===== src/hw/dmdc_pkg.sv =====
// Shared constants and types for the drive monitor display controller.
package dmdc_pkg;
	// Register byte offsets on the AXI4-Lite bus.
	localparam logic [7:0] DMDC_OFF_CTRL = 8'h00;
	localparam logic [7:0] DMDC_OFF_STATUS = 8'h04;
	localparam logic [7:0] DMDC_OFF_CMD_COUNT = 8'h08;
	localparam logic [7:0] DMDC_OFF_FB_COUNT = 8'h0C;
	// Control register fields and reset value.
	localparam int DMDC_CTRL_MON_BIT = 0;
	localparam int DMDC_CTRL_MODE_LSB = 1;
	localparam logic [31:0] DMDC_CTRL_RESET = 32'h0000_0000;
	// Status register field positions.
	localparam int DMDC_ST_INDEX_LSB = 0;
	localparam int DMDC_ST_VALUE_BIT = 4;
	localparam int DMDC_ST_UPPER_BIT = 5;
	localparam int DMDC_ST_MON_BIT = 6;
	// Monitor index range.
	localparam logic [3:0] DMDC_IDX_FIRST = 4'h0;
	localparam logic [3:0] DMDC_IDX_LAST = 4'hD;
	// Key timing and bus response codes.
	localparam longint DMDC_CLK_HZ = 40_000_000;
	localparam longint DMDC_DATA_HOLD_MS = 1000;
	localparam longint DMDC_DATA_HOLD_CYCLES = (DMDC_DATA_HOLD_MS * DMDC_CLK_HZ + 999) / 1000;
	localparam int DMDC_TAP_CYCLES = 1;
	localparam logic [1:0] DMDC_RESP_OKAY = 2'h0;
	localparam logic [1:0] DMDC_RESP_SLVERR = 2'h2;

	typedef enum logic [3:0] {
		MON_ACTUAL_SPEED = 4'h0,
		MON_SPEED_COMMAND = 4'h1,
		MON_TORQUE_COMMAND = 4'h2,
		MON_ANGLE_PULSES = 4'h3,
		MON_ELECTRICAL_ANGLE = 4'h4,
		MON_INPUT_BITS = 4'h5,
		MON_OUTPUT_BITS = 4'h6,
		MON_PULSE_SPEED = 4'h7,
		MON_POSITION_ERROR = 4'h8,
		MON_ACCUM_LOAD = 4'h9,
		MON_REGEN_LOAD = 4'hA,
		MON_BRAKE_POWER = 4'hB,
		MON_COMMAND_PULSE_COUNT = 4'hC,
		MON_FEEDBACK_PULSE_COUNT = 4'hD
	} dmdc_index_t;

	typedef enum logic [1:0] {
		CTRL_SPEED = 2'h0,
		CTRL_POSITION = 2'h1,
		CTRL_TORQUE = 2'h2
	} dmdc_ctrl_mode_t;

	typedef enum logic [2:0] {
		UNIT_INDEX = 3'h0,
		UNIT_RPM = 3'h1,
		UNIT_PERCENT = 3'h2,
		UNIT_PULSES = 3'h3,
		UNIT_DEGREES = 3'h4,
		UNIT_SEGMENTS = 3'h5,
		UNIT_REF = 3'h6,
		UNIT_HEX = 3'h7
	} dmdc_unit_t;

	// Quantities supplied by the drive's computation logic.
	typedef struct packed {
		logic [15:0] actual_speed;
		logic [15:0] speed_command;
		logic [15:0] torque_percent;
		logic [15:0] angle_pulses;
		logic [15:0] electrical_deg;
		logic [15:0] pulse_speed;
		logic [15:0] position_error;
		logic [15:0] accum_load_pct;
		logic [15:0] regen_load_pct;
		logic [15:0] brake_power_pct;
	} dmdc_status_t;

	// Sequence signal levels as seen on the connector.
	typedef struct packed {
		logic [7:0] in_levels;
		logic [6:0] out_levels;
	} dmdc_seq_t;

	// What the display shows.
	typedef struct packed {
		logic [15:0] digits;
		dmdc_unit_t unit;
		logic [7:0] segments;
		logic upper_half;
	} dmdc_display_t;
endpackage : dmdc_pkg


===== src/hw/dmdc_key.sv =====
// Keypad input conditioner: synchroniser, agreement filter and hold timer.
`timescale 1ns/100ps
`default_nettype none
module dmdc_key #(
	parameter longint HOLD_CYCLES = 1
) (
	// Clock and reset.
	input wire logic aclk,
	input wire logic aresetn,
	// Key pin, active high while pressed.
	input wire logic key_pin,
	// Conditioned key.
	output logic held,
	output logic press
);
	logic s1_reg;
	logic s2_reg;
	logic s3_reg;
	logic [31:0] hold_reg;

	always_ff @(posedge aclk) begin
		if (!aresetn) begin
			s1_reg <= 1'b0;
			s2_reg <= 1'b0;
			s3_reg <= 1'b0;
		end else begin
			s1_reg <= key_pin;
			s2_reg <= s1_reg;
			s3_reg <= s2_reg;
		end
	end

	// A level change is only believed once the last two stages agree.
	always_ff @(posedge aclk) begin
		if (!aresetn) begin
			held <= 1'b0;
		end else if (s2_reg == s3_reg) begin
			held <= s3_reg;
		end
	end

	// One press pulse per continuous hold of HOLD_CYCLES; releasing early discards it.
	always_ff @(posedge aclk) begin
		if (!aresetn) begin
			hold_reg <= 32'h0000_0000;
			press <= 1'b0;
		end else begin
			press <= 1'b0;
			if (!held) begin
				hold_reg <= 32'h0000_0000;
			end else if (hold_reg < 32'(HOLD_CYCLES)) begin
				hold_reg <= hold_reg + 32'h0000_0001;
				press <= (hold_reg == 32'(HOLD_CYCLES - 1));
			end
		end
	end
endmodule : dmdc_key
`default_nettype wire


===== src/hw/dmdc_counter.sv =====
// Up/down pulse counter with synchronous clear, wrapping at its width.
`timescale 1ns/100ps
`default_nettype none
module dmdc_counter #(
	parameter int WIDTH = 32
) (
	// Clock and reset.
	input wire logic aclk,
	input wire logic aresetn,
	// Count controls.
	input wire logic count_up,
	input wire logic count_down,
	input wire logic clear,
	// Count value.
	output logic [WIDTH-1:0] count
);
	logic [WIDTH-1:0] base;
	logic [WIDTH-1:0] count_next;

	// A pulse that lands with the clear is kept, so no edge is lost.
	always_comb begin
		base = clear ? '0 : count;
		count_next = base;
		if (count_up && !count_down) begin
			count_next = base + WIDTH'(1);
		end else if (count_down && !count_up) begin
			count_next = base - WIDTH'(1);
		end
	end

	always_ff @(posedge aclk) begin
		if (!aresetn) begin
			count <= '0;
		end else begin
			count <= count_next;
		end
	end
endmodule : dmdc_counter
`default_nettype wire


===== src/hw/dmdc_monitor.sv =====
// Monitor-mode front panel controller with an AXI4-Lite register slave.
// Behaviour
// - Monitor mode is entered and used without touching motor control in any way.
// - Up or down key steps the index to next or previous entry; index shown.
// - Data key shows the selected value; pressing again returns to the index.
// - Panel data key counts only after being held continuously for one second.
// - Indices run from actual speed to feedback pulse counter, fourteen entries.
// - Torque command is shown in percent of rated torque.
// - First angle entry shows encoder pulses from the origin.
// - Second angle entry shows electrical degrees from the origin.
// - Speed command entry is offered only in speed control mode.
// - Pulse speed, position error, command counter offered only in position mode.
// - Accumulated load shows effective torque percent over a ten second window.
// - Regenerative load shows percent of processable regenerative power.
// - Brake resistor entry shows percent of processable braking power.
// - Eight input segments, each lit while its input is low.
// - Seven output segments, each lit while its output is low.
// - Both pulse counters are 32 bits and shown in hexadecimal.
// - Up or down toggles a shown counter between upper and lower halves.
// - Up and down together clear the shown 32-bit counter.
// - Undefined or unavailable indices are skipped while stepping.
`timescale 1ns/100ps
`default_nettype none
module dmdc_monitor
	import dmdc_pkg::*;
#(
	parameter longint DATA_HOLD_CYCLES = DMDC_DATA_HOLD_CYCLES
) (
	// Clock and reset.
	input wire logic aclk,
	input wire logic aresetn,
	// AXI4-Lite write address and data.
	input wire logic [7:0] s_axi_awaddr,
	input wire logic s_axi_awvalid,
	output logic s_axi_awready,
	input wire logic [31:0] s_axi_wdata,
	input wire logic [3:0] s_axi_wstrb,
	input wire logic s_axi_wvalid,
	output logic s_axi_wready,
	// AXI4-Lite write response.
	output logic [1:0] s_axi_bresp,
	output logic s_axi_bvalid,
	input wire logic s_axi_bready,
	// AXI4-Lite read.
	input wire logic [7:0] s_axi_araddr,
	input wire logic s_axi_arvalid,
	output logic s_axi_arready,
	output logic [31:0] s_axi_rdata,
	output logic [1:0] s_axi_rresp,
	output logic s_axi_rvalid,
	input wire logic s_axi_rready,
	// Operator keys, high while pressed.
	input wire logic handheld_mode_key,
	input wire logic key_up,
	input wire logic key_down,
	input wire logic handheld_data_key,
	input wire logic panel_data_key,
	// Drive internal status.
	input wire dmdc_status_t drive_status,
	input wire dmdc_seq_t seq_levels,
	input wire logic cmd_pulse_up,
	input wire logic cmd_pulse_down,
	input wire logic fb_pulse_up,
	input wire logic fb_pulse_down,
	// Display.
	output dmdc_display_t display,
	output logic monitor_active
);
	logic [31:0] ctrl_reg;
	dmdc_index_t index_reg;
	logic show_value_reg;
	logic upper_reg;
	logic up_held;
	logic up_press;
	logic down_held;
	logic down_press;
	logic mode_press;
	logic hh_data_press;
	logic pn_data_press;
	logic data_press;
	logic both_keys;
	logic step_up;
	logic step_down;
	logic on_counter;
	logic clear_cmd;
	logic clear_fb;
	logic [31:0] cmd_count;
	logic [31:0] fb_count;
	logic [31:0] shown_count;
	dmdc_ctrl_mode_t ctrl_mode;
	dmdc_display_t display_next;
	logic aw_hold;
	logic w_hold;
	logic [7:0] aw_addr_reg;
	logic [31:0] w_data_reg;
	logic [3:0] w_strb_reg;

	assign ctrl_mode = dmdc_ctrl_mode_t'(ctrl_reg[DMDC_CTRL_MODE_LSB +: 2]);

	// Whether an index exists and is offered in the present control mode.
	function automatic logic entry_visible(input logic [3:0] idx, input dmdc_ctrl_mode_t mode);
		logic ok;
		ok = (idx <= DMDC_IDX_LAST);
		case (idx)
			MON_SPEED_COMMAND: ok = (mode == CTRL_SPEED);
			MON_PULSE_SPEED, MON_POSITION_ERROR, MON_COMMAND_PULSE_COUNT: ok = (mode == CTRL_POSITION);
			default: ok = ok;
		endcase
		return ok;
	endfunction : entry_visible

	// Next visible index in the given direction, wrapping round the list.
	function automatic logic [3:0] step_index(input logic [3:0] idx, input logic dir_up, input dmdc_ctrl_mode_t mode);
		logic [3:0] cand;
		logic found;
		cand = idx;
		found = 1'b0;
		for (int i = 0; i < 16; i++) begin
			if (!found) begin
				if (dir_up) begin
					cand = (cand >= DMDC_IDX_LAST) ? DMDC_IDX_FIRST : cand + 4'h1;
				end else begin
					cand = (cand == DMDC_IDX_FIRST) ? DMDC_IDX_LAST : cand - 4'h1;
				end
				found = entry_visible(cand, mode);
			end
		end
		return found ? cand : idx;
	endfunction : step_index

	// Key conditioning: the panel data key needs a long hold, the others a tap.
	dmdc_key #(.HOLD_CYCLES(DMDC_TAP_CYCLES)) u_key_mode (
		.aclk(aclk), .aresetn(aresetn), .key_pin(handheld_mode_key), .held(), .press(mode_press));
	dmdc_key #(.HOLD_CYCLES(DMDC_TAP_CYCLES)) u_key_up (
		.aclk(aclk), .aresetn(aresetn), .key_pin(key_up), .held(up_held), .press(up_press));
	dmdc_key #(.HOLD_CYCLES(DMDC_TAP_CYCLES)) u_key_down (
		.aclk(aclk), .aresetn(aresetn), .key_pin(key_down), .held(down_held), .press(down_press));
	dmdc_key #(.HOLD_CYCLES(DMDC_TAP_CYCLES)) u_key_hh_data (
		.aclk(aclk), .aresetn(aresetn), .key_pin(handheld_data_key), .held(), .press(hh_data_press));
	dmdc_key #(.HOLD_CYCLES(DATA_HOLD_CYCLES)) u_key_pn_data (
		.aclk(aclk), .aresetn(aresetn), .key_pin(panel_data_key), .held(), .press(pn_data_press));

	assign data_press = hh_data_press || pn_data_press;
	// A press of either key while the other is already down counts as both together.
	assign both_keys = (up_press && down_held) || (down_press && up_held);
	assign step_up = up_press && !down_held;
	assign step_down = down_press && !up_held;
	assign on_counter = show_value_reg &&
		(index_reg == MON_COMMAND_PULSE_COUNT || index_reg == MON_FEEDBACK_PULSE_COUNT);
	assign clear_cmd = monitor_active && on_counter && both_keys && index_reg == MON_COMMAND_PULSE_COUNT;
	assign clear_fb = monitor_active && on_counter && both_keys && index_reg == MON_FEEDBACK_PULSE_COUNT;

	// Counters run whether or not anyone is watching them.
	dmdc_counter #(.WIDTH(32)) u_cmd_count (
		.aclk(aclk), .aresetn(aresetn), .count_up(cmd_pulse_up), .count_down(cmd_pulse_down),
		.clear(clear_cmd), .count(cmd_count));
	dmdc_counter #(.WIDTH(32)) u_fb_count (
		.aclk(aclk), .aresetn(aresetn), .count_up(fb_pulse_up), .count_down(fb_pulse_down),
		.clear(clear_fb), .count(fb_count));

	// Monitor mode only steers the display; it drives nothing toward the motor.
	always_ff @(posedge aclk) begin
		if (!aresetn) begin
			monitor_active <= 1'b0;
		end else if (mode_press) begin
			monitor_active <= !monitor_active;
		end else if (aw_hold && w_hold && !s_axi_bvalid && aw_addr_reg == DMDC_OFF_CTRL && w_strb_reg[0]) begin
			monitor_active <= w_data_reg[DMDC_CTRL_MON_BIT];
		end
	end

	// Index selection and value/index toggle.
	always_ff @(posedge aclk) begin
		if (!aresetn) begin
			index_reg <= MON_ACTUAL_SPEED;
			show_value_reg <= 1'b0;
		end else if (!monitor_active) begin
			show_value_reg <= 1'b0;
		end else if (data_press) begin
			show_value_reg <= !show_value_reg;
		end else if (!show_value_reg && (step_up || step_down)) begin
			index_reg <= dmdc_index_t'(step_index(index_reg, step_up, ctrl_mode));
		end else if (!entry_visible(index_reg, ctrl_mode)) begin
			// A control mode change can hide the current entry; fall back to the first.
			index_reg <= MON_ACTUAL_SPEED;
			show_value_reg <= 1'b0;
		end
	end

	// Half select for counters; each value opening starts at the upper half.
	always_ff @(posedge aclk) begin
		if (!aresetn) begin
			upper_reg <= 1'b1;
		end else if (!on_counter) begin
			upper_reg <= 1'b1;
		end else if (step_up || step_down) begin
			upper_reg <= !upper_reg;
		end
	end

	assign shown_count = (index_reg == MON_COMMAND_PULSE_COUNT) ? cmd_count : fb_count;

	// Display content for the present state.
	always_comb begin
		display_next.digits = {12'h000, index_reg};
		display_next.unit = UNIT_INDEX;
		display_next.segments = 8'h00;
		display_next.upper_half = 1'b0;
		if (show_value_reg) begin
			case (index_reg)
				MON_ACTUAL_SPEED: begin
					display_next.digits = drive_status.actual_speed;
					display_next.unit = UNIT_RPM;
				end
				MON_SPEED_COMMAND: begin
					display_next.digits = drive_status.speed_command;
					display_next.unit = UNIT_RPM;
				end
				MON_TORQUE_COMMAND: begin
					display_next.digits = drive_status.torque_percent;
					display_next.unit = UNIT_PERCENT;
				end
				MON_ANGLE_PULSES: begin
					display_next.digits = drive_status.angle_pulses;
					display_next.unit = UNIT_PULSES;
				end
				MON_ELECTRICAL_ANGLE: begin
					display_next.digits = drive_status.electrical_deg;
					display_next.unit = UNIT_DEGREES;
				end
				MON_INPUT_BITS: begin
					display_next.digits = 16'h0000;
					display_next.unit = UNIT_SEGMENTS;
					display_next.segments = ~seq_levels.in_levels;
				end
				MON_OUTPUT_BITS: begin
					display_next.digits = 16'h0000;
					display_next.unit = UNIT_SEGMENTS;
					display_next.segments = {1'b0, ~seq_levels.out_levels};
				end
				MON_PULSE_SPEED: begin
					display_next.digits = drive_status.pulse_speed;
					display_next.unit = UNIT_RPM;
				end
				MON_POSITION_ERROR: begin
					display_next.digits = drive_status.position_error;
					display_next.unit = UNIT_REF;
				end
				MON_ACCUM_LOAD: begin
					display_next.digits = drive_status.accum_load_pct;
					display_next.unit = UNIT_PERCENT;
				end
				MON_REGEN_LOAD: begin
					display_next.digits = drive_status.regen_load_pct;
					display_next.unit = UNIT_PERCENT;
				end
				MON_BRAKE_POWER: begin
					display_next.digits = drive_status.brake_power_pct;
					display_next.unit = UNIT_PERCENT;
				end
				MON_COMMAND_PULSE_COUNT, MON_FEEDBACK_PULSE_COUNT: begin
					display_next.digits = upper_reg ? shown_count[31:16] : shown_count[15:0];
					display_next.unit = UNIT_HEX;
					display_next.upper_half = upper_reg;
				end
				default: begin
					display_next.digits = 16'h0000;
				end
			endcase
		end
	end

	always_ff @(posedge aclk) begin
		if (!aresetn) begin
			display <= '0;
		end else if (!monitor_active) begin
			display <= '0;
		end else begin
			display <= display_next;
		end
	end

	// AXI4-Lite write: address and data are taken in either order, response after both.
	always_ff @(posedge aclk) begin
		if (!aresetn) begin
			aw_hold <= 1'b0;
			w_hold <= 1'b0;
			aw_addr_reg <= 8'h00;
			w_data_reg <= 32'h0000_0000;
			w_strb_reg <= 4'h0;
			s_axi_awready <= 1'b0;
			s_axi_wready <= 1'b0;
			s_axi_bvalid <= 1'b0;
			s_axi_bresp <= DMDC_RESP_OKAY;
		end else begin
			s_axi_awready <= !aw_hold && !s_axi_awready && s_axi_awvalid;
			s_axi_wready <= !w_hold && !s_axi_wready && s_axi_wvalid;
			if (s_axi_awvalid && s_axi_awready) begin
				aw_hold <= 1'b1;
				aw_addr_reg <= s_axi_awaddr;
			end
			if (s_axi_wvalid && s_axi_wready) begin
				w_hold <= 1'b1;
				w_data_reg <= s_axi_wdata;
				w_strb_reg <= s_axi_wstrb;
			end
			if (aw_hold && w_hold && !s_axi_bvalid) begin
				s_axi_bvalid <= 1'b1;
				s_axi_bresp <= (aw_addr_reg == DMDC_OFF_CTRL) ? DMDC_RESP_OKAY : DMDC_RESP_SLVERR;
			end else if (s_axi_bvalid && s_axi_bready) begin
				s_axi_bvalid <= 1'b0;
				aw_hold <= 1'b0;
				w_hold <= 1'b0;
			end
		end
	end

	// Control register: byte lanes honoured; monitor bit is mirrored live in monitor_active.
	always_ff @(posedge aclk) begin
		if (!aresetn) begin
			ctrl_reg <= DMDC_CTRL_RESET;
		end else if (aw_hold && w_hold && !s_axi_bvalid && aw_addr_reg == DMDC_OFF_CTRL) begin
			for (int b = 0; b < 4; b++) begin
				if (w_strb_reg[b]) begin
					ctrl_reg[b*8 +: 8] <= w_data_reg[b*8 +: 8];
				end
			end
		end
	end

	// AXI4-Lite read.
	always_ff @(posedge aclk) begin
		if (!aresetn) begin
			s_axi_arready <= 1'b0;
			s_axi_rvalid <= 1'b0;
			s_axi_rdata <= 32'h0000_0000;
			s_axi_rresp <= DMDC_RESP_OKAY;
		end else begin
			s_axi_arready <= !s_axi_arready && !s_axi_rvalid && s_axi_arvalid;
			if (s_axi_arvalid && s_axi_arready) begin
				s_axi_rvalid <= 1'b1;
				s_axi_rresp <= DMDC_RESP_OKAY;
				case (s_axi_araddr)
					DMDC_OFF_CTRL: s_axi_rdata <= {29'h0, ctrl_reg[DMDC_CTRL_MODE_LSB +: 2], monitor_active};
					DMDC_OFF_STATUS: s_axi_rdata <= {25'h0, monitor_active, upper_reg, show_value_reg, index_reg};
					DMDC_OFF_CMD_COUNT: s_axi_rdata <= cmd_count;
					DMDC_OFF_FB_COUNT: s_axi_rdata <= fb_count;
					default: begin
						s_axi_rdata <= 32'h0000_0000;
						s_axi_rresp <= DMDC_RESP_SLVERR;
					end
				endcase
			end else if (s_axi_rvalid && s_axi_rready) begin
				s_axi_rvalid <= 1'b0;
			end
		end
	end
endmodule : dmdc_monitor
`default_nettype wire


===== config.mk =====
export PLATFORM = sky130hd
export DESIGN_NAME = dmdc_monitor
export DESIGN_NICKNAME = d
export VERILOG_FILES = /design/src/hw/dmdc_pkg.sv /design/src/hw/dmdc_key.sv /design/src/hw/dmdc_counter.sv /design/src/hw/dmdc_monitor.sv
export SDC_FILE = /design/constraint.sdc
export NUM_CORES = 1
export LEC_CHECK = 0
export BUFFER_PORTS_ARGS = -buffer_cell sky130_fd_sc_hd__buf_2
export CAP_MARGIN = 0
export CORE_ASPECT_RATIO = 1.2
export CORE_MARGIN = 2
export CORE_UTILIZATION = 25
export CTS_CLUSTER_DIAMETER = 50
export DETAILED_ROUTE_END_ITERATION = 12
export PLACE_DENSITY = 0.39
export SLEW_MARGIN = 20
export SYNTH_ARGS = -nofsm -noshare
export SYNTH_HDL_FRONTEND = slang
export SYNTH_SLANG_ARGS = --single-unit

===== constraint.sdc =====
create_clock -name aclk -period 14.86 [get_ports aclk]
set_input_delay 2.972 -clock aclk [delete_from_list [all_inputs] [get_ports aclk]]
set_output_delay 2.972 -clock aclk [all_outputs]
set_load 0.02 [all_outputs]

==> run summary, run 1 <==
# hold bufs at CTS - 0
Setup_tns - 0 ps
PortBufs - 278
Number of setup violations in the final report - 0
Fill count - 7454
Worst vdd ir - 0.0687 mV
Worst-case reg-to-reg path depth - 32
Mapped Cells - 2133
Chip height - 295 um
Maximum capacitance violations - 0
Crit path required time - 15390 ps
WHS Endpoint - u_key_pn_data.s2_reg
Top area cells in the synthesized netlist - dfxtp_1 38%, and3_1 5.5%, nor2_1 5.3%, nand2_1 3.9%, a21oi_1 3.6%
Total power - 2.36 mW
Syn. warnings - 0
Final Core Density - 30.5%
Gr usage total - 16.9%
Clk_lat worst skew - 600 ps
CP Capture Type - flip-flop
Multi-input logic area - 10000 sq um
Syn Std Cell Area - 17600 sq um
Synth-to-layout area growth - 20.6%
Clk pin slew, worst setup/hold paths - 60 ps
Fraction of registers with async set/reset - 0%
Commonest non-fill, non-tap cells in the layout - 339 x dfxtp_1, 277 x buf_2, 248 x nor2_1
Max incr delay on CP - 670 ps
CTS Buf Count - 47
WP buf/inv - 2
CTS Root Cell - clkbuf_16
Antenna-violating nets left - 0
Ratio of cells with drive above 1 in the final layout - 19.1%
Number of enable flip-flop cells after synthesis - 0
Critical Path Source Type - flip-flop
Max-slew headroom - 30.9%
Post-DP HPWL - 45900 um
CP Data Arrival Time - 10400 ps
CP max stage cell - dfxtp_1
Total grt overflow - 0
CP top delay family - compound AO/OA/AOI/OAI gates
Avg Vias per Cell - 5.16
Initial DRT Pass Iterations - 6
Routability cong. - 0.860
CTS tree - yes
Number of setup buffers added after CTS - 0
Final setup skew - 30.3 ps
Core ar. - 69800 sq um
Hold path start - u_key_pn_data.s1_reg
Die W - 246 um
Synth top area share - 38.5%
Clock Sinks - 339
Final slew viol count - 0
Reg2reg start - index_reg[0]
Clock period minus worst slack - 9870 ps
Routed WL - 63800 um
Nets - 2596
Initial antenna violation count - 1
Critical path class - flip-flop to flip-flop
Hold path depth - 1
Via count - 16914
Crit-path max FO - 17
Yosys top cell by area - dfxtp_1
CTS resizes - 0
Prevailing post-synth register cell - dfxtp_1
N_diodes - 0
Routed len/inst - 19.5 um
FF+latch count, synth - 339
H-tree levels - 2
# IOs - 313
Most frequent CP cell - ha_1
Worst slew pin tran - 1030 ps
Flip-flop and latch area - 6790 sq um
Largest net degree at the start of global routing - 92
Fin crit share - 66.4%
R2r endpoint - index_reg[2]
Unrepaired setup endpoints after global routing - false
R2R Setup Slk - 4990 ps
Final Hold Viols - 0
Fmax - 0.101 GHz
Worst Hold Class - flip-flop to flip-flop
First-pass GRT wire length - 96700 um
Power Density - 111 nW/um^2
Die ar. - 72700 sq um
Remaining DRCs - 0
Leak pwr - 8.65 nW
Initial Util - 25.3%
Number of global-route vias before repair - 16472
First DRT Iteration DRCs - 1105
Mean post-synth cell area - 8.27 sq um
Outcome - complete, no violations
Synth cell types - 103
CTS max path bufs - 3
Sequential share of the synthesized area - 38.5%
Commonest non-fill, non-tap cell in the layout - dfxtp_1
Site Rows - 106
==> worst register-to-register path: cells and delay by family (launching register included) <==
kind                     cells  cell delay (ps)
AO/OA/AOI/OAI               13             3600
adder cells (fa/ha/maj)      6             2690
AND/OR/NAND/NOR              8             1370
multiplexers                 3             1260
flip-flops                   1              670
buffers and inverters        2              250
==> cell type report <==
class                           instances  area share, %
Clock inverter                         34           1.57
Clock buffer                           53           5.82
Sequential cell                       339           31.9
Tap cell                              918           5.40
Inverter                               34          0.612
Timing Repair Buffer                  304           7.47
Multi-Input combinational cell       1598           47.2
==> synth_stat cells (all sizes together) (8+ instances only) <==
library cell	instances
ha	29
and2	40
o22ai	11
nand3	56
clkbuf	141
a21o	10
buf	22
or4	15
mux2i	20
xnor2	31
a31oi	17
nand4	33
a22oi	54
xor2	37
a21oi	129
nor2b	19
and3	154
a41oi	12
nor2	249
o211ai	15
o21ai	106
nand2	183
o31ai	14
a221oi	41
inv	34
a211oi	18
or3	16
a22o	31
nor4b	8
nand2b	23
dfxtp	339
mux4	16
nor3	53
o31a	8
nor4	43
==> logic make-up (layout without fill, tap and decap cells) <==
| logic type | count (synthesis) | count (layout) | share of synthesized area, % |
|---|---|---|---|
| buf+inv | 197 | 425 | 4.69 |
| xor+xnor | 68 | 68 | 3.38 |
| other cells | 1 | 2 | 0.0213 |
| fa+ha+maj | 29 | 29 | 2.06 |
| flops | 339 | 339 | 38.5 |
| compound gates | 535 | 535 | 21.2 |
| simple gates | 923 | 923 | 26.7 |
| mux | 41 | 41 | 3.50 |
==> per-stage QoR <==
step / setup slack (ps) / hold slack [ps] / std cells / cell area, sq um
finish: 4990 / 435 / 3280 / 21300
floorplan: 6900 / 412 / 2134 / 17600
CTS: 5050 / 430 / 3280 / 21300
global placement: 5090 / 416 / 3193 / 19700
detailed placement: 5140 / 423 / 3193 / 19700
global route: 4170 / 451 / 3280 / 21300
==> power by group <==
part,switching [mW],internal [mW]
logic,0.139,0.107
clock network,0.474,0.652
registers,0.0549,0.931
==> how the worst max path moves through the flow <==
stage | startpoint | endpoint | slack, ps | depth (start not counted)
after floorplan | index_reg[0] | index_reg[2] | 6900 | 41
after global placement | index_reg[0] | index_reg[2] | 5090 | 32
after detailed placement | index_reg[0] | index_reg[2] | 5140 | 32
after CTS | index_reg[0] | index_reg[2] | 5050 | 31
after global routing | index_reg[0] | index_reg[2] | 4170 | 32
final | index_reg[0] | index_reg[2] | 4990 | 32
==> layer usage <==
metal | track usage [%] | part of all wire (%) | up-vias
met5 | 0 | 0 | -
met4 | 6.57 | 3.5 | 0
met3 | 3.07 | 6.1 | 110
met2 | 29.8 | 48 | 562
met1 | 20.2 | 42 | 8013
li1 | - | - | 8229
Note: power is estimated with default switching activity, not from simulation.
==> run 2: changes to the inputs <==
- ABC_AREA: unset -> 1
- clock period: 14.86 -> 9.5 ns (I/O delays scaled with it)
==> run summary, run 2 <==
Outcome - complete, no violations
Worst slew pin tran - 1040 ps (+9.16 ps)
Prevailing post-synth register cell - dfxtp_1
Routed WL - 63400 um (-0.71%)
Avg Vias per Cell - 4.67 (-9.4%)
Sequential share of the synthesized area - 38.3% (-0.20 points)
First-pass GRT wire length - 97200 um (+0.56%)
CP top delay family - simple AND/OR/NAND/NOR gates
Worst Hold Class - flip-flop to flip-flop
Top area cells in the synthesized netlist - dfxtp_1 38%, nor2_1 9.5%, nand2_1 9.4%, inv_1 9.0%, o21ai_0 5.7%
FF+latch count, synth - 339 (unchanged)
Inst Count DP - 3804 (+19%)
Number of setup buffers added after CTS - 0 (unchanged)
Maximum capacitance violations - 0 (unchanged)
Synth top area share - 38.3% (-0.20 points)
Mapped Cells - 2674 (+25%)
Core ar. - 69900 sq um (+0.19%)
Comb pwr share - 8.5% (-1.9 points)
Seq pwr share - 40.2% (-1.6 points)
Crit-path max FO - 19 (+2)
Nets - 3207 (+24%)
Die ar. - 73100 sq um (+0.52%)
Chip height - 296 um (+0.26%)
Fin crit share - 69.4% (+2.9 points)
Commonest non-fill, non-tap cell in the layout - nor2_1
Syn Std Cell Area - 17700 sq um (+0.53%)
CTS Root Cell - clkbuf_16
Unrepaired setup endpoints after global routing - false
Initial DRT Pass Iterations - 7 (+1)
Synth top cells by count - 449 x nor2_1, 445 x nand2_1, 423 x inv_1
Routed len/inst - 16.3 um (-16%)
Gr usage total - 16.8% (-0.060 points)
WP buf/inv - 9 (+7)
CTS max path bufs - 3 (unchanged)
Mean post-synth cell area - 6.63 sq um (-20%)
Final cell count without fillers - 3890 (+19%)
Via count - 18178 (+7.5%)
Number of global-route vias before repair - 17875 (+8.5%)
Most frequent CP cell - nand2_1
Final setup skew - 17.6 ps (-12.7 ps)
M1 WL - 27200 um (+1.3%)
Clk_lat worst skew - 590 ps (about the same)
Yosys top cell by area - dfxtp_1
Reg2reg start - index_reg[0]
Largest net degree at the start of global routing - 74 (-20%)
Initial antenna violation count - 1 (unchanged)
Routability cong. - 0.871 (+1.3%)
H-tree levels - 2 (unchanged)
Fmax - 0.152 GHz (+50%)
Internal power - 2.71 mW (+60%)
Final Hold Viols - 0 (unchanged)
R2R Setup Slk - 2910 ps (-2080 ps)
Synth cell types - 60 (-42%)
Worst vdd ir - 0.110 mV (+60%)
Power Density - 168 nW/um^2 (+51%)
Ratio of cells with drive above 1 in the final layout - 16.1% (-3.0 points)
P_sw - 0.940 mW (+41%)
Fraction of registers with async set/reset - 0% (unchanged)
Max-slew headroom - 30.3% (-0.52 points)
Antenna-violating nets left - 0 (unchanged)
CTS Buf Count - 47 (unchanged)
Sw Ratio - 25.8% (-2.5 points)
WHS Endpoint - u_key_pn_data.s2_reg
Clock power share - 51.3% (+3.5 points)
Site Rows - 106 (unchanged)
Hold path depth - 2 (+1)
Critical Path Source Type - flip-flop
Setup_tns - 0 ps (unchanged)
Max incr delay on CP - 360 ps (-310 ps)
Number of enable flip-flop cells after synthesis - 0 (unchanged)
# hold bufs at CTS - 0 (unchanged)
Commonest non-fill, non-tap cells in the layout - 448 x nor2_1, 442 x nand2_1, 420 x inv_1
Worst-case reg-to-reg path depth - 46 (+44%)
Die W - 247 um (+0.26%)
Met3 WL - 3910 um (-0.31%)
CP Data Arrival Time - 7110 ps (-3290 ps)
R2r endpoint - index_reg[2]
CP Capture Type - flip-flop
Post-DP HPWL - 48100 um (+4.9%)
Clock Sinks - 339 (unchanged)
Routed wl met2 - 30600 um (-0.43%)
First DRT Iteration DRCs - 1086 (-1.7%)
Clock period minus worst slack - 6590 ps (-3280 ps)
# IOs - 313 (unchanged)
Initial Util - 25.4% (+0.086 points)
CTS resizes - 0 (unchanged)
Leak pwr - 9.27 nW (+7.2%)
CTS tree - yes
CP max stage cell - dfxtp_1
Final slew viol count - 0 (unchanged)
Crit path required time - 10020 ps (-5370 ps)
PortBufs - 278 (unchanged)
Highest metal used - met4
Total grt overflow - 0 (unchanged)
Syn. warnings - 0 (unchanged)
Count leader, synth - nor2_1
Critical path class - flip-flop to flip-flop
Number of setup violations in the final report - 0 (unchanged)
Clk pin slew, worst setup/hold paths - 60 ps (about the same)
Hold path start - u_key_pn_data.s1_reg
Remaining DRCs - 0 (unchanged)
Synth-to-layout area growth - 22.8%
[run 2: cell types whose count changed after synthesis, moves of 67 or more]
cell	delta
inv_1	+391
nand3_1	+67
clkbuf_1	-70
nand2_1	+264
nor2_1	+201
and3_1	-152
o21ai_0	+105
[run 2: worst min-delay path, delay by kind of cell (launching register included)]
| family | cells | cell delay [ps] |
|---|---|---|
| DFF | 1 | 300 |
| buffers and inverters | 1 | 40 |
| and+or+nand+nor | 1 | 50 |
[run 2: worst max path at each step]
stage / start / depth (start not counted) / end / slack (ps)
5_1_grt: index_reg[0] / 48 / index_reg[1] / 2130
3_5_place_dp: index_reg[0] / 47 / index_reg[1] / 2900
2_1_floorplan: index_reg[0] / 48 / index_reg[1] / 4160
6_report: index_reg[0] / 46 / index_reg[2] / 2910
4_1_cts: index_reg[0] / 46 / index_reg[2] / 2870
3_3_place_gp: index_reg[0] / 47 / index_reg[2] / 2830
[run 2: cells by family (layout without fill, tap and decap cells)]
family / count (synthesis) / in the layout / synth area share (%)
simple gates: 1238 / 1238 / 30.7
xor+xnor: 1 / 1 / 0.0494
flops: 339 / 339 / 38.3
fa+ha+maj: 29 / 29 / 2.05
compound gates: 531 / 531 / 17.3
buf+inv: 535 / 831 / 11.6
other cells: 1 / 3 / 0.0212
[run 2: layer usage]
metal,global-route usage [%],vias up
met4,5.10,0
met5,0,-
li1,-,9217
met2,29.9,495
met1,20.4,8379
met3,3.20,87
[run 2: per-stage QoR]
| stage | area, sq um | hold WS (ps) | setup WS [ps] | utilization (%) | power [mW] |
|---|---|---|---|---|---|
| 6_report | 21800 | 412 | 2910 | 31.1 | 3.65 |
| 5_1_grt | 21800 | 436 | 2130 | 31.1 | 3.82 |
| 4_1_cts | 21800 | 417 | 2870 | 31.1 | 3.72 |
| 3_5_place_dp | 20100 | 401 | 2900 | 28.7 | 1.80 |
| 3_3_place_gp | 20100 | 396 | 2830 | 28.7 | 1.80 |
| 2_1_floorplan | 17700 | 384 | 4160 | - | 1.67 |
[run 2: area by class of cell]
type,instances,area (sq um)
Multi-Input combinational cell,1801,8900
Tap cell,918,1150
Clock inverter,28,424
Timing Repair Buffer,299,1550
Sequential cell,339,6790
Fill cell,7723,48100
Inverter,447,1690
Antenna cell,1,2.50
Clock buffer,57,1260
[run 2: power groups by stage]
stage	clock network [mW]	registers, mW	logic, mW
finish	1.87	1.47	0.310
global route	2.00	1.47	0.347
CTS	1.94	1.46	0.309
detailed placement	0	1.50	0.307
global placement	0	1.50	0.307
floorplan	0	1.49	0.181
==> run 3: changes to the inputs <==
- clock period: 9.5 -> 6.6 ns (I/O delays scaled with it)
==> run summary, run 3 (synthesis results as in run 2) <==
CP Capture Type - flip-flop
Chip height - 296 um (unchanged)
Clk pin slew, worst setup/hold paths - 60 ps (about the same)
Maximum capacitance violations - 0 (unchanged)
Synth-to-layout area growth - 23.2%
Clock Sinks - 339 (unchanged)
# IOs - 313 (unchanged)
Initial DRT Pass Iterations - 5 (-2)
Seq pwr share - 40.5% (+0.3 points)
Core ar. - 69900 sq um (unchanged)
Final Hold Viols - 0 (unchanged)
Via count - 18291 (+0.62%)
Routability cong. - 0.894 (+2.6%)
Gr usage total - 17.0% (+0.21 points)
Critical Path Source Type - flip-flop
First-pass GRT wire length - 98200 um (+1.0%)
First DRT Iteration DRCs - 1270 (+17%)
Worst vdd ir - 0.196 mV (+77%)
Fin crit share - 89.8% (+20 points)
CP Data Arrival Time - 6420 ps (-690 ps)
Largest net degree at the start of global routing - 56 (-24%)
Commonest non-fill, non-tap cells in the layout - 447 x nor2_1, 441 x nand2_1, 420 x inv_1
CP max stage cell - dfxtp_2
Die W - 247 um (unchanged)
Initial Util - 25.4% (unchanged)
Number of setup violations in the final report - 0 (unchanged)
CTS max path bufs - 3 (unchanged)
Routed WL - 64400 um (+1.7%)
Crit path required time - 7100 ps (-2920 ps)
Die ar. - 73100 sq um (unchanged)
Avg Vias per Cell - 4.69 (+0.26%)
Remaining DRCs - 0 (unchanged)
Max incr delay on CP - 360 ps (about the same)
Total power - 5.21 mW (+43%)
CTS tree - yes
Most frequent CP cell - nand2_1
Fmax - 0.169 GHz (+11%)
Initial antenna violation count - 1 (unchanged)
Sw Ratio - 26.4% (+0.58 points)
Clk_lat worst skew - 590 ps (about the same)
Setup_tns - 0 ps (unchanged)
Site Rows - 106 (unchanged)
Final cell count without fillers - 3904 (+0.36%)
Worst setup margin - 671 ps (-2240 ps)
PortBufs - 278 (unchanged)
Internal power - 3.83 mW (+42%)
Unrepaired setup endpoints after global routing - false
Clock period minus worst slack - 5930 ps (-664 ps)
H-tree levels - 2 (unchanged)
Worst Hold Class - flip-flop to flip-flop
Critical path class - flip-flop to flip-flop
Crit-path max FO - 9 (-10)
CTS Buf Count - 49 (+4.3%)
Total grt overflow - 0 (unchanged)
Worst slew pin tran - 849 ps (-193 ps)
N_diodes - 0 (-1)
Commonest non-fill, non-tap cell in the layout - nor2_1
Final Core Density - 31.2% (+0.11 points)
Final slew viol count - 0 (unchanged)
Number of global-route vias before repair - 17971 (+0.54%)
Ratio of cells with drive above 1 in the final layout - 16.7% (+0.59 points)
Post-DP HPWL - 48800 um (+1.3%)
Clock power share - 50.9% (-0.4 points)
Outcome - complete, no violations
Comb pwr share - 8.6% (about the same)
Max-slew headroom - 43.2% (+13 points)
P_sw - 1.37 mW (+46%)
Power Density - 238 nW/um^2 (+42%)
Leak pwr - 9.29 nW (+0.20%)
Inst Count DP - 3815 (+0.29%)
Routed len/inst - 16.5 um (+1.3%)
Final setup skew - 24.4 ps (+6.76 ps)
Nets - 3220 (+0.41%)
CTS Root Cell - clkbuf_16
Setup WS pre-CTS - 407 ps (-2490 ps)
Antenna-violating nets left - 0 (unchanged)
run 3: changes by cell type in the layout (fill, tap and decap cells not counted), sizes merged:
cell / before / now
buf: 299 / 310
clkinvlp: 1 / 9
bufinv: 7 / 4
clkbuf: 57 / 59
clkinv: 16 / 14
diode: 1 / 0
inv: 451 / 450
run 3: final timing paths:
path	startpoint	depth (start not counted)	slack [ps]	to
setup / recovery	index_reg[1]	47	670	index_reg[1]
hold / removal	show_value_reg	1	390	upper_reg
setup reg to reg	index_reg[1]	47	670	index_reg[1]
hold reg to reg	show_value_reg	1	390	upper_reg
run 3: repair_timing:
item                       in CTS  in global routing
setup endpoints to repair       0                  3
hold buffers                    0                  0
setup buffers                   0                  0
gates resized for setup         0                 10
run 3: worst max-delay path, delay by kind of cell, from the launching register on:
kind / cells / cell delay [ps]
flops: 1 / 360
simple gates: 29 / 2950
compound gates: 2 / 320
fa+ha+maj: 6 / 1400
buf+inv: 10 / 800
run 3: metal layers:
layer	up-vias	wire length, um	GRT usage (%)
li1	9256	-	-
met1	8397	28300	21.2
met2	544	30600	29.9
met3	94	3970	2.80
met4	0	1620	5.14
met5	-	0	0
run 3: area by class of cell:
cell class              count  area (sq um)
multi-input cells        1801          8920
well taps                 918          1150
clock buffers              59          1320
inverters                 447          1690
flip-flops and latches    339          6790
clock inverters            30           349
repair buffers            310          1630
fillers                  7693         48100
run 3: power by group through the flow:
stage	clock network, mW	logic (mW)	registers (mW)
finish	2.65	0.446	2.11
global placement	0	0.443	2.15
global route	2.84	0.498	2.11
detailed placement	0	0.443	2.15
floorplan	0	0.261	2.15
CTS	2.75	0.445	2.11
run 3: through the flow:
step / area (sq um) / hold slack, ps
4_1_cts: 21800 / 395
3_3_place_gp: 20100 / 400
2_1_floorplan: 17700 / 384
3_5_place_dp: 20100 / 400
6_report: 21800 / 389
5_1_grt: 21800 / 430
